## src/rtl/nbd_pkg.sv

```systemverilog
// Package for the network packet buffer dual-port controller.
// Assumes one 40 MHz clock; all timing counts are in clock cycles.
package nbd_pkg;
   localparam int          ADDR_W        = 13;
   localparam int          DATA_W        = 16;
   localparam int          IRQ_LEVELS    = 4;
   localparam logic [1:0]  IRQ_LVL_RST   = 2'h0;
   localparam logic [15:0] DATA_RST      = 16'h0000;
   localparam logic [12:0] ADDR_RST      = 13'h0000;
   // Cycles the RAM write or output-enable strobe is held low
   localparam logic [1:0]  PHASE_CYCLES  = 2'h2;
   // Cycles until both strap synchronisers hold the pin level
   localparam logic [1:0]  STRAP_WAIT    = 2'h2;

   typedef enum logic [5:0] {
      NBD_IDLE   = 6'b00_0001,
      NBD_ADDR   = 6'b00_0010,
      NBD_ACCESS = 6'b00_0100,
      NBD_STROBE = 6'b00_1000,
      NBD_DONE   = 6'b01_0000,
      NBD_WAIT   = 6'b10_0000
   } nbd_state_t;

   typedef struct packed {
      logic        req;
      logic        write;
      logic [12:0] addr;
      logic [15:0] wdata;
      logic        sel_upper_n;
      logic        sel_lower_n;
   } nbd_host_req_t;

   typedef struct packed {
      logic [15:0] o;
      logic [15:0] oe;
   } nbd_bus_drv_t;

   typedef struct packed {
      nbd_state_t   state;
      logic [1:0]   cnt;
      logic         owner_net;
      logic         host_write;
      logic [12:0]  host_addr;
      logic [15:0]  host_wdata;
      logic         host_sel_u_n;
      logic         host_sel_l_n;
      logic         net_write;
      logic [12:0]  net_addr;
      logic         grant_n;
      logic         grant_int;
      logic [2:0]  req_sync;
      logic [2:0]  ale_sync;
      logic [1:0]  rd_sync;
      logic [1:0]  bm_u_sync;
      logic [1:0]  bm_l_sync;
      logic [1:0]  irq_sync;
      logic [1:0]  strap_u_sync;
      logic [1:0]  strap_ale_sync;
      logic [1:0]  strap_cnt;
      logic [1:0]  dir_sync;
      logic        strap_done;
      logic        thin_cable;
      logic        net_enable;
      logic        irq_status;
      logic [3:0]  irq_n;
      logic        ctl_reset_n;
      logic        sel_u_n;
      logic        sel_l_n;
      logic        sel_u_oe;
      logic        wr_n;
      logic        oe_n;
      logic        addr_le;
      nbd_bus_drv_t ram_bus;
      nbd_bus_drv_t link_bus;
      logic        rdy_n;
      logic        rdy_oe;
      logic [15:0] rdata;
      logic        host_done;
   } nbd_state_reg_t;
endpackage

```

## src/rtl/nbd_ctrl.sv

```systemverilog
// Dual-port controller sharing the packet buffer between host and network controller.
// Assumes link, strap and controller pins arrive asynchronously; host port is on clock_i.
//
// Overview of operation
// Device owns the link after power-up; controller masters it only while grant low.
// Buffer is 8K words of 16-bit RAM on a multiplexed address/data bus.
// RAM selects come from host strobes or controller byte masks through a multiplexer.
// Upper RAM select is sampled at power-up as the thin/thick cabling strap.
// Write strobe pulses low with data valid before its rising edge.
// Output enable pulses low; read data captured at its rising edge.
// RAM address latch enable high to follow, low to hold before access.
// Controller reset asserted on power-up, backplane reset, or software reset write.
// Grant answers bus request and stays low until the request is removed.
// Controller latch-enable fall captures address, synchronised, then starts a buffer cycle.
// Controller latch enable sampled at power-up enables or disables network logic.
// During controller grant, byte masks drive RAM selects directly. Masks reach the selects only in a controller cycle, three clocks late.
// Controller interrupt is recorded and forwarded on the programmed level 3 to 6.
// Read/write line: as master, high requests a buffer read, low a write.
// As master, data phase follows the controller's latch-enable fall.
// As master, controller drives bus enable low for the device to drive read data.
// As master, device drives ready low when it accepts or presents data.
// Interrupt lines are only driven low, open-collector style.
// Backplane reset resets all network support logic.
// A cycle in progress finishes before the other side is granted; no overlap. Grant may fall mid host cycle; access waits for idle.
`timescale 1ns/1ps
`default_nettype none
module nbd_ctrl (
   input  wire logic                   clock_i,
   input  wire logic                   rst_n_i,
   input  wire logic                   powerup_reset_n_i,
   input  wire logic                   backplane_reset_n_i,
   input  wire logic                   soft_net_reset_i,
   input  wire nbd_pkg::nbd_host_req_t host_req_i,
   input  wire logic                   irq_enable_i,
   input  wire logic [1:0]             irq_level_i,
   output logic [15:0]                 host_rdata_o,
   output logic                        host_done_o,
   output logic                        host_busy_o,
   output logic                        thin_cable_o,
   output logic                        net_enable_o,
   output logic                        net_irq_status_o,
   output logic [3:0]                  irq_req_n_o,
   output logic [3:0]                  irq_req_oe_o,
   output logic                        net_ctl_reset_n_o,
   input  wire logic [15:0]            lad_i,
   output logic [15:0]                 lad_o,
   output logic [15:0]                 lad_oe_o,
   input  wire logic                   net_bus_request_n_i,
   output logic                        net_bus_grant_n_o,
   input  wire logic                   net_addr_latch_en_i,
   input  wire logic                   net_byte_mask_upper_n_i,
   input  wire logic                   net_byte_mask_lower_n_i,
   input  wire logic                   net_irq_in_n_i,
   input  wire logic                   net_read_i,
   input  wire logic                   net_bus_dir_enable_n_i,
   output logic                        net_ready_n_o,
   output logic                        net_ready_oe_o,
   input  wire logic [15:0]            sad_i,
   output logic [15:0]                 sad_o,
   output logic [15:0]                 sad_oe_o,
   input  wire logic                   ram_sel_upper_n_i,
   output logic                        ram_sel_upper_n_o,
   output logic                        ram_sel_upper_oe_o,
   output logic                        ram_sel_lower_n_o,
   output logic                        ram_write_n_o,
   output logic                        ram_output_enable_n_o,
   output logic                        ram_addr_latch_en_o
);
   nbd_pkg::nbd_state_reg_t s_reg;
   nbd_pkg::nbd_state_reg_t s_next;

   logic [12:0] lad_addr_latch;
   logic [15:0] sad_sample_reg;
   logic [15:0] lad_sample_reg;
   logic [15:0] sad_sample_next;
   logic [15:0] lad_sample_next;
   logic [15:0] lad_sync_reg;
   logic        net_reset;

   // Power-up, backplane or software reset clear the network section
   assign net_reset = !powerup_reset_n_i || !backplane_reset_n_i || soft_net_reset_i;
   assign lad_addr_latch = lad_sync_reg[12:0];

   // Link word passes two flip-flops; RAM word one, it answers our own strobes
   always_comb begin
      sad_sample_next = sad_i;
      lad_sample_next = lad_i;
   end

   always_comb begin
      s_next = s_reg;
      // Synchronisers for pins from outside the clock domain
      s_next.req_sync       = {s_reg.req_sync[1:0], net_bus_request_n_i};
      s_next.ale_sync       = {s_reg.ale_sync[1:0], net_addr_latch_en_i};
      s_next.rd_sync        = {s_reg.rd_sync[0], net_read_i};
      s_next.bm_u_sync      = {s_reg.bm_u_sync[0], net_byte_mask_upper_n_i};
      s_next.bm_l_sync      = {s_reg.bm_l_sync[0], net_byte_mask_lower_n_i};
      s_next.irq_sync       = {s_reg.irq_sync[0], net_irq_in_n_i};
      s_next.dir_sync       = {s_reg.dir_sync[0], net_bus_dir_enable_n_i};
      s_next.strap_u_sync   = {s_reg.strap_u_sync[0], ram_sel_upper_n_i};
      s_next.strap_ale_sync = {s_reg.strap_ale_sync[0], net_addr_latch_en_i};
      s_next.host_done      = 1'b0;
      s_next.ctl_reset_n    = 1'b1;

      // Straps caught once after release of rst_n_i
      if (!s_reg.strap_done) begin
         s_next.strap_cnt = s_reg.strap_cnt + 2'h1;
         // Only the second synchroniser stage is read
         if (s_reg.strap_cnt == nbd_pkg::STRAP_WAIT) begin
            s_next.strap_done = 1'b1;
            s_next.thin_cable = s_reg.strap_u_sync[1];
            s_next.net_enable = s_reg.strap_ale_sync[1];
            s_next.sel_u_oe   = 1'b1;
         end
      end

      // Grant follows request, held until request is removed
      if (!s_reg.net_enable) begin
         s_next.grant_n = 1'b1;
      end else if (!s_reg.req_sync[1]) begin
         s_next.grant_n = 1'b0;
      end else if (s_reg.state == nbd_pkg::NBD_IDLE || s_reg.grant_n) begin
         s_next.grant_n = 1'b1;
      end

      // Interrupt recorded and forwarded on the programmed level
      s_next.irq_status = !s_reg.irq_sync[1] && s_reg.net_enable;
      for (int i = 0; i < nbd_pkg::IRQ_LEVELS; i++) begin
         s_next.irq_n[i] = !(s_reg.irq_status && irq_enable_i
                             && irq_level_i == i[1:0]);
      end

      case (s_reg.state)
         nbd_pkg::NBD_IDLE: begin
            s_next.addr_le  = 1'b1;
            s_next.wr_n     = 1'b1;
            s_next.oe_n     = 1'b1;
            s_next.rdy_n    = 1'b1;
            s_next.rdy_oe   = 1'b0;
            s_next.ram_bus.oe  = 16'h0000;
            s_next.link_bus.oe = 16'h0000;
            s_next.cnt      = nbd_pkg::PHASE_CYCLES;
            // Falling latch enable during grant starts a controller cycle
            if (s_reg.net_enable && !s_reg.grant_n && s_reg.ale_sync[2]
                && !s_reg.ale_sync[1]) begin
               s_next.owner_net = 1'b1;
               s_next.grant_int = 1'b1;
               s_next.net_write = !s_reg.rd_sync[1];
               s_next.net_addr  = lad_addr_latch;
               s_next.ram_bus.o  = {3'h0, lad_addr_latch};
               s_next.ram_bus.oe = 16'hffff;
               s_next.state     = nbd_pkg::NBD_ADDR;
            end else if (host_req_i.req && s_reg.grant_n) begin
               s_next.owner_net    = 1'b0;
               s_next.grant_int    = 1'b0;
               s_next.host_write   = host_req_i.write;
               s_next.host_addr    = host_req_i.addr;
               s_next.host_wdata   = host_req_i.wdata;
               s_next.host_sel_u_n = host_req_i.sel_upper_n;
               s_next.host_sel_l_n = host_req_i.sel_lower_n;
               s_next.ram_bus.o    = {3'h0, host_req_i.addr};
               s_next.ram_bus.oe   = 16'hffff;
               s_next.state        = nbd_pkg::NBD_ADDR;
            end
         end
         nbd_pkg::NBD_ADDR: begin
            // Address held in the external latch before access
            s_next.addr_le = 1'b0;
            s_next.state   = nbd_pkg::NBD_ACCESS;
         end
         nbd_pkg::NBD_ACCESS: begin
            if (s_reg.owner_net ? s_reg.net_write : s_reg.host_write) begin
               s_next.ram_bus.o  = s_reg.owner_net ? lad_sync_reg : s_reg.host_wdata;
               s_next.ram_bus.oe = 16'hffff;
               s_next.wr_n       = 1'b0;
            end else begin
               s_next.ram_bus.oe = 16'h0000;
               s_next.oe_n       = 1'b0;
            end
            s_next.state = nbd_pkg::NBD_STROBE;
         end
         nbd_pkg::NBD_STROBE: begin
            s_next.cnt = s_reg.cnt - 2'h1;
            if (s_reg.cnt == 2'h1) begin
               // Strobes rise with data still held on the RAM bus
               s_next.wr_n = 1'b1;
               s_next.oe_n = 1'b1;
               if (!s_reg.oe_n) begin
                  s_next.rdata = sad_sample_reg;
               end
               s_next.state = nbd_pkg::NBD_DONE;
            end
         end
         nbd_pkg::NBD_DONE: begin
            s_next.ram_bus.oe = 16'h0000;
            if (s_reg.owner_net) begin
               // Ready low to the controller; read data driven when it enables us
               s_next.rdy_n  = 1'b0;
               s_next.rdy_oe = 1'b1;
               s_next.link_bus.o  = s_reg.rdata;
               s_next.link_bus.oe = (!s_reg.net_write && !s_reg.dir_sync[1])
                                    ? 16'hffff : 16'h0000;
               s_next.state  = nbd_pkg::NBD_WAIT;
            end else begin
               s_next.host_done = 1'b1;
               s_next.state     = nbd_pkg::NBD_IDLE;
            end
         end
         nbd_pkg::NBD_WAIT: begin
            s_next.link_bus.oe = (!s_reg.net_write && !s_reg.dir_sync[1])
                                 ? 16'hffff : 16'h0000;
            // Controller cycle ends when its latch enable rises again
            if (s_reg.ale_sync[1] || s_reg.grant_n) begin
               s_next.rdy_n       = 1'b1;
               s_next.rdy_oe      = 1'b0;
               s_next.link_bus.oe = 16'h0000;
               s_next.grant_int   = 1'b0;
               s_next.state       = nbd_pkg::NBD_IDLE;
            end
         end
         default: begin
            s_next.state = nbd_pkg::NBD_IDLE;
         end
      endcase

      // Select multiplexer: byte masks in a controller cycle, host strobes in a host cycle, else deasserted
      if (s_reg.grant_int) begin
         s_next.sel_u_n = s_reg.bm_u_sync[1];
         s_next.sel_l_n = s_reg.bm_l_sync[1];
      end else if (s_reg.state != nbd_pkg::NBD_IDLE) begin
         s_next.sel_u_n = s_reg.host_sel_u_n;
         s_next.sel_l_n = s_reg.host_sel_l_n;
      end else begin
         s_next.sel_u_n = 1'b1;
         s_next.sel_l_n = 1'b1;
      end

      if (net_reset) begin
         s_next.ctl_reset_n = 1'b0;
         s_next.state       = nbd_pkg::NBD_IDLE;
         s_next.grant_n     = 1'b1;
         s_next.grant_int   = 1'b0;
         s_next.irq_status  = 1'b0;
         s_next.irq_n       = 4'hf;
         s_next.link_bus.oe = 16'h0000;
         s_next.rdy_oe      = 1'b0;
      end
   end

   always_ff @(posedge clock_i) begin
      if (!rst_n_i) begin
         s_reg <= '{state: nbd_pkg::NBD_IDLE, cnt: nbd_pkg::PHASE_CYCLES,
                    host_addr: nbd_pkg::ADDR_RST, net_addr: nbd_pkg::ADDR_RST,
                    host_wdata: nbd_pkg::DATA_RST, rdata: nbd_pkg::DATA_RST,
                    ram_bus: '0, link_bus: '0, req_sync: 3'h7, ale_sync: 3'h7,
                    irq_sync: 2'h3, irq_n: 4'hf, grant_n: 1'b1, ctl_reset_n: 1'b0,
                    dir_sync: 2'h3, bm_u_sync: 2'h3, bm_l_sync: 2'h3,
                    sel_u_n: 1'b1, sel_l_n: 1'b1, wr_n: 1'b1, oe_n: 1'b1,
                    rdy_n: 1'b1, addr_le: 1'b1, host_sel_u_n: 1'b1,
                    host_sel_l_n: 1'b1, default: '0};
         sad_sample_reg <= nbd_pkg::DATA_RST;
         lad_sample_reg <= nbd_pkg::DATA_RST;
         lad_sync_reg   <= nbd_pkg::DATA_RST;
      end else begin
         s_reg          <= s_next;
         sad_sample_reg <= sad_sample_next;
         lad_sample_reg <= lad_sample_next;
         lad_sync_reg   <= lad_sample_reg;
      end
   end

   assign host_rdata_o          = s_reg.rdata;
   assign host_done_o           = s_reg.host_done;
   assign host_busy_o           = s_reg.state != nbd_pkg::NBD_IDLE;
   assign thin_cable_o          = s_reg.thin_cable;
   assign net_enable_o          = s_reg.net_enable;
   assign net_irq_status_o      = s_reg.irq_status;
   assign irq_req_n_o           = 4'h0;
   assign irq_req_oe_o          = ~s_reg.irq_n;
   assign net_ctl_reset_n_o     = s_reg.ctl_reset_n;
   assign lad_o                 = s_reg.link_bus.o;
   assign lad_oe_o              = s_reg.link_bus.oe;
   assign net_bus_grant_n_o     = s_reg.grant_n;
   assign net_ready_n_o         = s_reg.rdy_n;
   assign net_ready_oe_o        = s_reg.rdy_oe;
   assign sad_o                 = s_reg.ram_bus.o;
   assign sad_oe_o              = s_reg.ram_bus.oe;
   assign ram_sel_upper_n_o     = s_reg.sel_u_n;
   assign ram_sel_upper_oe_o    = s_reg.sel_u_oe;
   assign ram_sel_lower_n_o     = s_reg.sel_l_n;
   assign ram_write_n_o         = s_reg.wr_n;
   assign ram_output_enable_n_o = s_reg.oe_n;
   assign ram_addr_latch_en_o   = s_reg.addr_le;
endmodule
`default_nettype wire

```

## config.mk

```make
export PLATFORM = sky130hd
export DESIGN_NAME = nbd_ctrl
export DESIGN_NICKNAME = d
export VERILOG_FILES = /design/src/rtl/nbd_pkg.sv /design/src/rtl/nbd_ctrl.sv
export SDC_FILE = /design/constraint.sdc
export NUM_CORES = 1
export LEC_CHECK = 0
export ABC_AREA = 1
export BUFFER_PORTS_ARGS = -buffer_cell sky130_fd_sc_hd__buf_4
export CORE_UTILIZATION = 47
export CTS_CLUSTER_DIAMETER = 50
export DETAILED_ROUTE_END_ITERATION = 8
export HOLD_SLACK_MARGIN = 0.08
export PLACE_DENSITY = 0.79
export SLEW_MARGIN = 20
export SYNTH_ARGS = -nofsm -noshare
export SYNTH_HDL_FRONTEND = slang
export SYNTH_SLANG_ARGS = --single-unit
```

## constraint.sdc

```tcl
create_clock -name clock_i -period 1.4 [get_ports clock_i]
set_input_delay 0.07 -clock clock_i [delete_from_list [all_inputs] [get_ports clock_i]]
set_output_delay 0.07 -clock clock_i [all_outputs]
set_load 0.05 [all_outputs]
```

==> out/results.tsv <==
stage	metric	value	unit
place	IO Port Bufs	179	
worst_setup_path	worst endpoint required time	1740	ps
power	overall power	0.0116	W
layout	n_diodes	0	
worst_setup_path	worst-path fanout max	14	
sta	Final Cycle Share	1.13	
grt	largest net degree at the start of global routing	115	
worst_setup_path	Reg2Reg Depth	7	
floorplanning	std cell rows	43	
logic_synthesis	commonest cells in the netlist	nand2_1 (206), dfxtp_1 (168), nor2_1 (149)	
layout	Multi-input gate area	0.00267	mm^2
grt	GR Util All Layers	0.229	
logic_synthesis	syn avg cell area	7.49	um^2
worst_setup_path	Setup crit start kind	register	
logic_synthesis	Post-synth ARST share	0	
sta	slew margin rel.	0.657	
clocking	CTS sink cnt	168	
logic_synthesis	Synth top area share	0.487	
status	failing checks	setup timing	
layout	max reg flops	45	
grt	vias in the first global route	5651	
sta	Slew @ Worst Pin	514	ps
floorplanning	Die H	123	um
floorplanning	DIE AREA	0.0152	mm^2
routing	vias per std cell	4.74	
clocking	CTS clock-pin slew for the worst setup and hold paths	70	ps
sta	final setup TNS	-5240	ps
clocking	CTS Buffer Depth	2	
sta	Fin Clk Skew	11.1	ps
worst_hold_path	hold path startpoint	rst_n_i	
worst_hold_path	WHS Path Cells	3	
floorplanning	Initial Util	0.490	
grt	gr ovfl total	0	
grt	global-route wire length before repair	26.5	mm
routing	first drt pass iteration count	7	
clocking	insertion delay to the later sink of the worst-skew pair	420	ps
power	PD cells	1190	mW/mm^2
logic_synthesis	synthesized cell area	0.00690	mm^2
clocking	CTS Buf Count	17	
logic_synthesis	Syn Inst Count	922	
worst_setup_path	endpoint class of the critical path	register	
worst_hold_path	Hold Path Class	input port to register	
layout	Storage cell area	0.00338	mm^2
flow_run	Max Cap Viol	0	
logic_synthesis	Seq/Total Area, Yosys	0.487	
routing	# DRC	0	
floorplanning	I/O pin total	184	
worst_setup_path	Critical R2R Capture	s_reg[139]	
sta	final setup violation count	68	
place	gpl congestion	0.922	
power	Pleak	4.92	nW
layout	# fillers	1103	
place	hpwl dp	10.4	mm
routing	Routed WL	17.7	mm
layout	share of cells above drive strength 1	0.319	
floorplanning	Core Region	0.0141	mm^2
worst_setup_path	Setup crit start	s_reg[176]	
worst_setup_path	worst reg-to-reg setup slack	-180	ps
layout	P&R area growth vs syn	41.4	%
logic_synthesis	Synth cell types	29	
clocking	root buffer cell	clkbuf_16	
sta	final setup margin	-179	ps
logic_synthesis	Yosys warning count	0	
sta	fmax	633	MHz
clocking	CTS tree	built	
power	peak supply drop	0.774	mV
worst_setup_path	kind of critical path	register to register	
sta	Slew Viols, Final	0	
logic_synthesis	number of synthesized flops with an enable pin	0	
logic_synthesis	top cells by area, synth	dfxtp_1 (49%), nand2_1 (11%), buf_4 (9.2%)	
floorplanning	die width	123	um
grt	initial antenna violation count	0	
worst_setup_path	r2r startpoint	s_reg[176]	
status	outcome	finished with violations	
routing	Vias	6179	
sta	unrepaired setup endpoints after global routing	true	
clocking	H-tree levels	4	
routing	Final ANT Viol Nets	0	
layout	Nets	1194	
sta	Period minus WS final	1580	ps
routing	drt initial violations	378	
logic_synthesis	post-synth top area cell	dfxtp_1	
logic_synthesis	ys flop type	dfxtp_1	
worst_hold_path	Worst Hold Endpoint	s_reg[116]	
sta	Final Hold Fails	0	
routing	routed len/inst	13.6	um
logic_synthesis	Yosys reg bits	168	
worst_setup_path	Arrival @ worst endpoint	1920	ps
logic_synthesis	count leader, synth	nand2_1	
## what timing repair did
action,in CTS,in global routing
gates resized for setup,42,85
pin swaps,6,18
setup buffers,7,2
hold endpoints to repair,64,0
hold buffers,64,0
endpoints found under the setup margin,90,81
gates cloned,3,1
## cells in the final DEF (no fill, tap or decap), drive strengths merged
cell type | netlist | routed
buf | 101 | 220
nand2 | 207 | 207
dfxtp | 168 | 168
nor2 | 157 | 157
inv | 110 | 113
dlygate4sd3 | 0 | 64
o21ai | 64 | 64
nand3 | 41 | 44
clkbuf | 19 | 19
a21oi | 17 | 17
or2 | 11 | 11
and2 | 8 | 8
nand4 | 7 | 7
clkinv | 1 | 6
conb | 1 | 4
nor3 | 4 | 4
clkinvlp | 0 | 3
ha | 2 | 2
bufinv | 0 | 2
and3 | 1 | 1
nand3b | 1 | 1
o22ai | 1 | 1
o211ai | 1 | 1
## logic make-up after synthesis
kind of cell,Yosys count,synth area share
flip-flops,168,0.487
buffers and inverters,231,0.179
AND/OR/NAND/NOR,437,0.269
AO/OA/AOI/OAI,83,0.0607
adder cells (fa/ha/maj),2,0.00362
other,1,0.000543
## power by group
part / internal [W] / switching [W] / total [W]
clock network: 0.00279 / 0.00189 / 0.00468
registers: 0.00502 / 0.000131 / 0.00515
logic: 0.000705 / 0.00103 / 0.00174
## routing by layer
metal | share of wire | up-vias | routed length, um | GRT usage
met3 | 0.070 | 55 | 1250 | 0.0526
met5 | 0 | - | 0 | 0
met1 | 0.40 | 2754 | 7080 | 0.272
met4 | 0.032 | 0 | 572 | 0.109
met2 | 0.50 | 272 | 8780 | 0.388
li1 | - | 3098 | - | -
## critical path, stage by stage, from the launching register on
cell and delay, ps:
dfxtp_2 340, nor2_4 220, nand3_4 160, buf_6 160
nor2_4 150, buf_8 170, o21ai_0 120, nor2_1 180
## cell type report
class | instances | share of cell area
well taps | 180 | 0.0231
flip-flops and latches | 168 | 0.347
inverters | 111 | 0.0449
repair buffers | 284 | 0.250
multi-input cells | 529 | 0.273
clock buffers | 19 | 0.0476
clock inverters | 13 | 0.0144
## worst max-delay path by stage
stage	slack [ps]	endpoint	depth (start not counted)
global route	-270	s_reg[139]	7
detailed placement	-120	sad_o[1]	7
global placement	-70	s_reg[120]	7
CTS	-90	sad_o[5]	8
floorplan	20	host_rdata_o[10]	7
finish	-180	s_reg[139]	7
## per-stage QoR
step           hold slack (ps)  cells  instance area [um^2]  setup slack, ps  utilization
2_1_floorplan              159    925                  6920             18.9            -
3_3_place_gp               253   1196                  7980            -69.5        0.566
3_5_place_dp               254   1196                  7980             -124        0.566
4_1_cts                   83.4   1301                  9450            -86.1        0.670
5_1_grt                   93.2   1304                  9760             -270        0.693
6_report                   102   1304                  9760             -179        0.693
No activity file was read; power rests on OpenSTA's default activity.
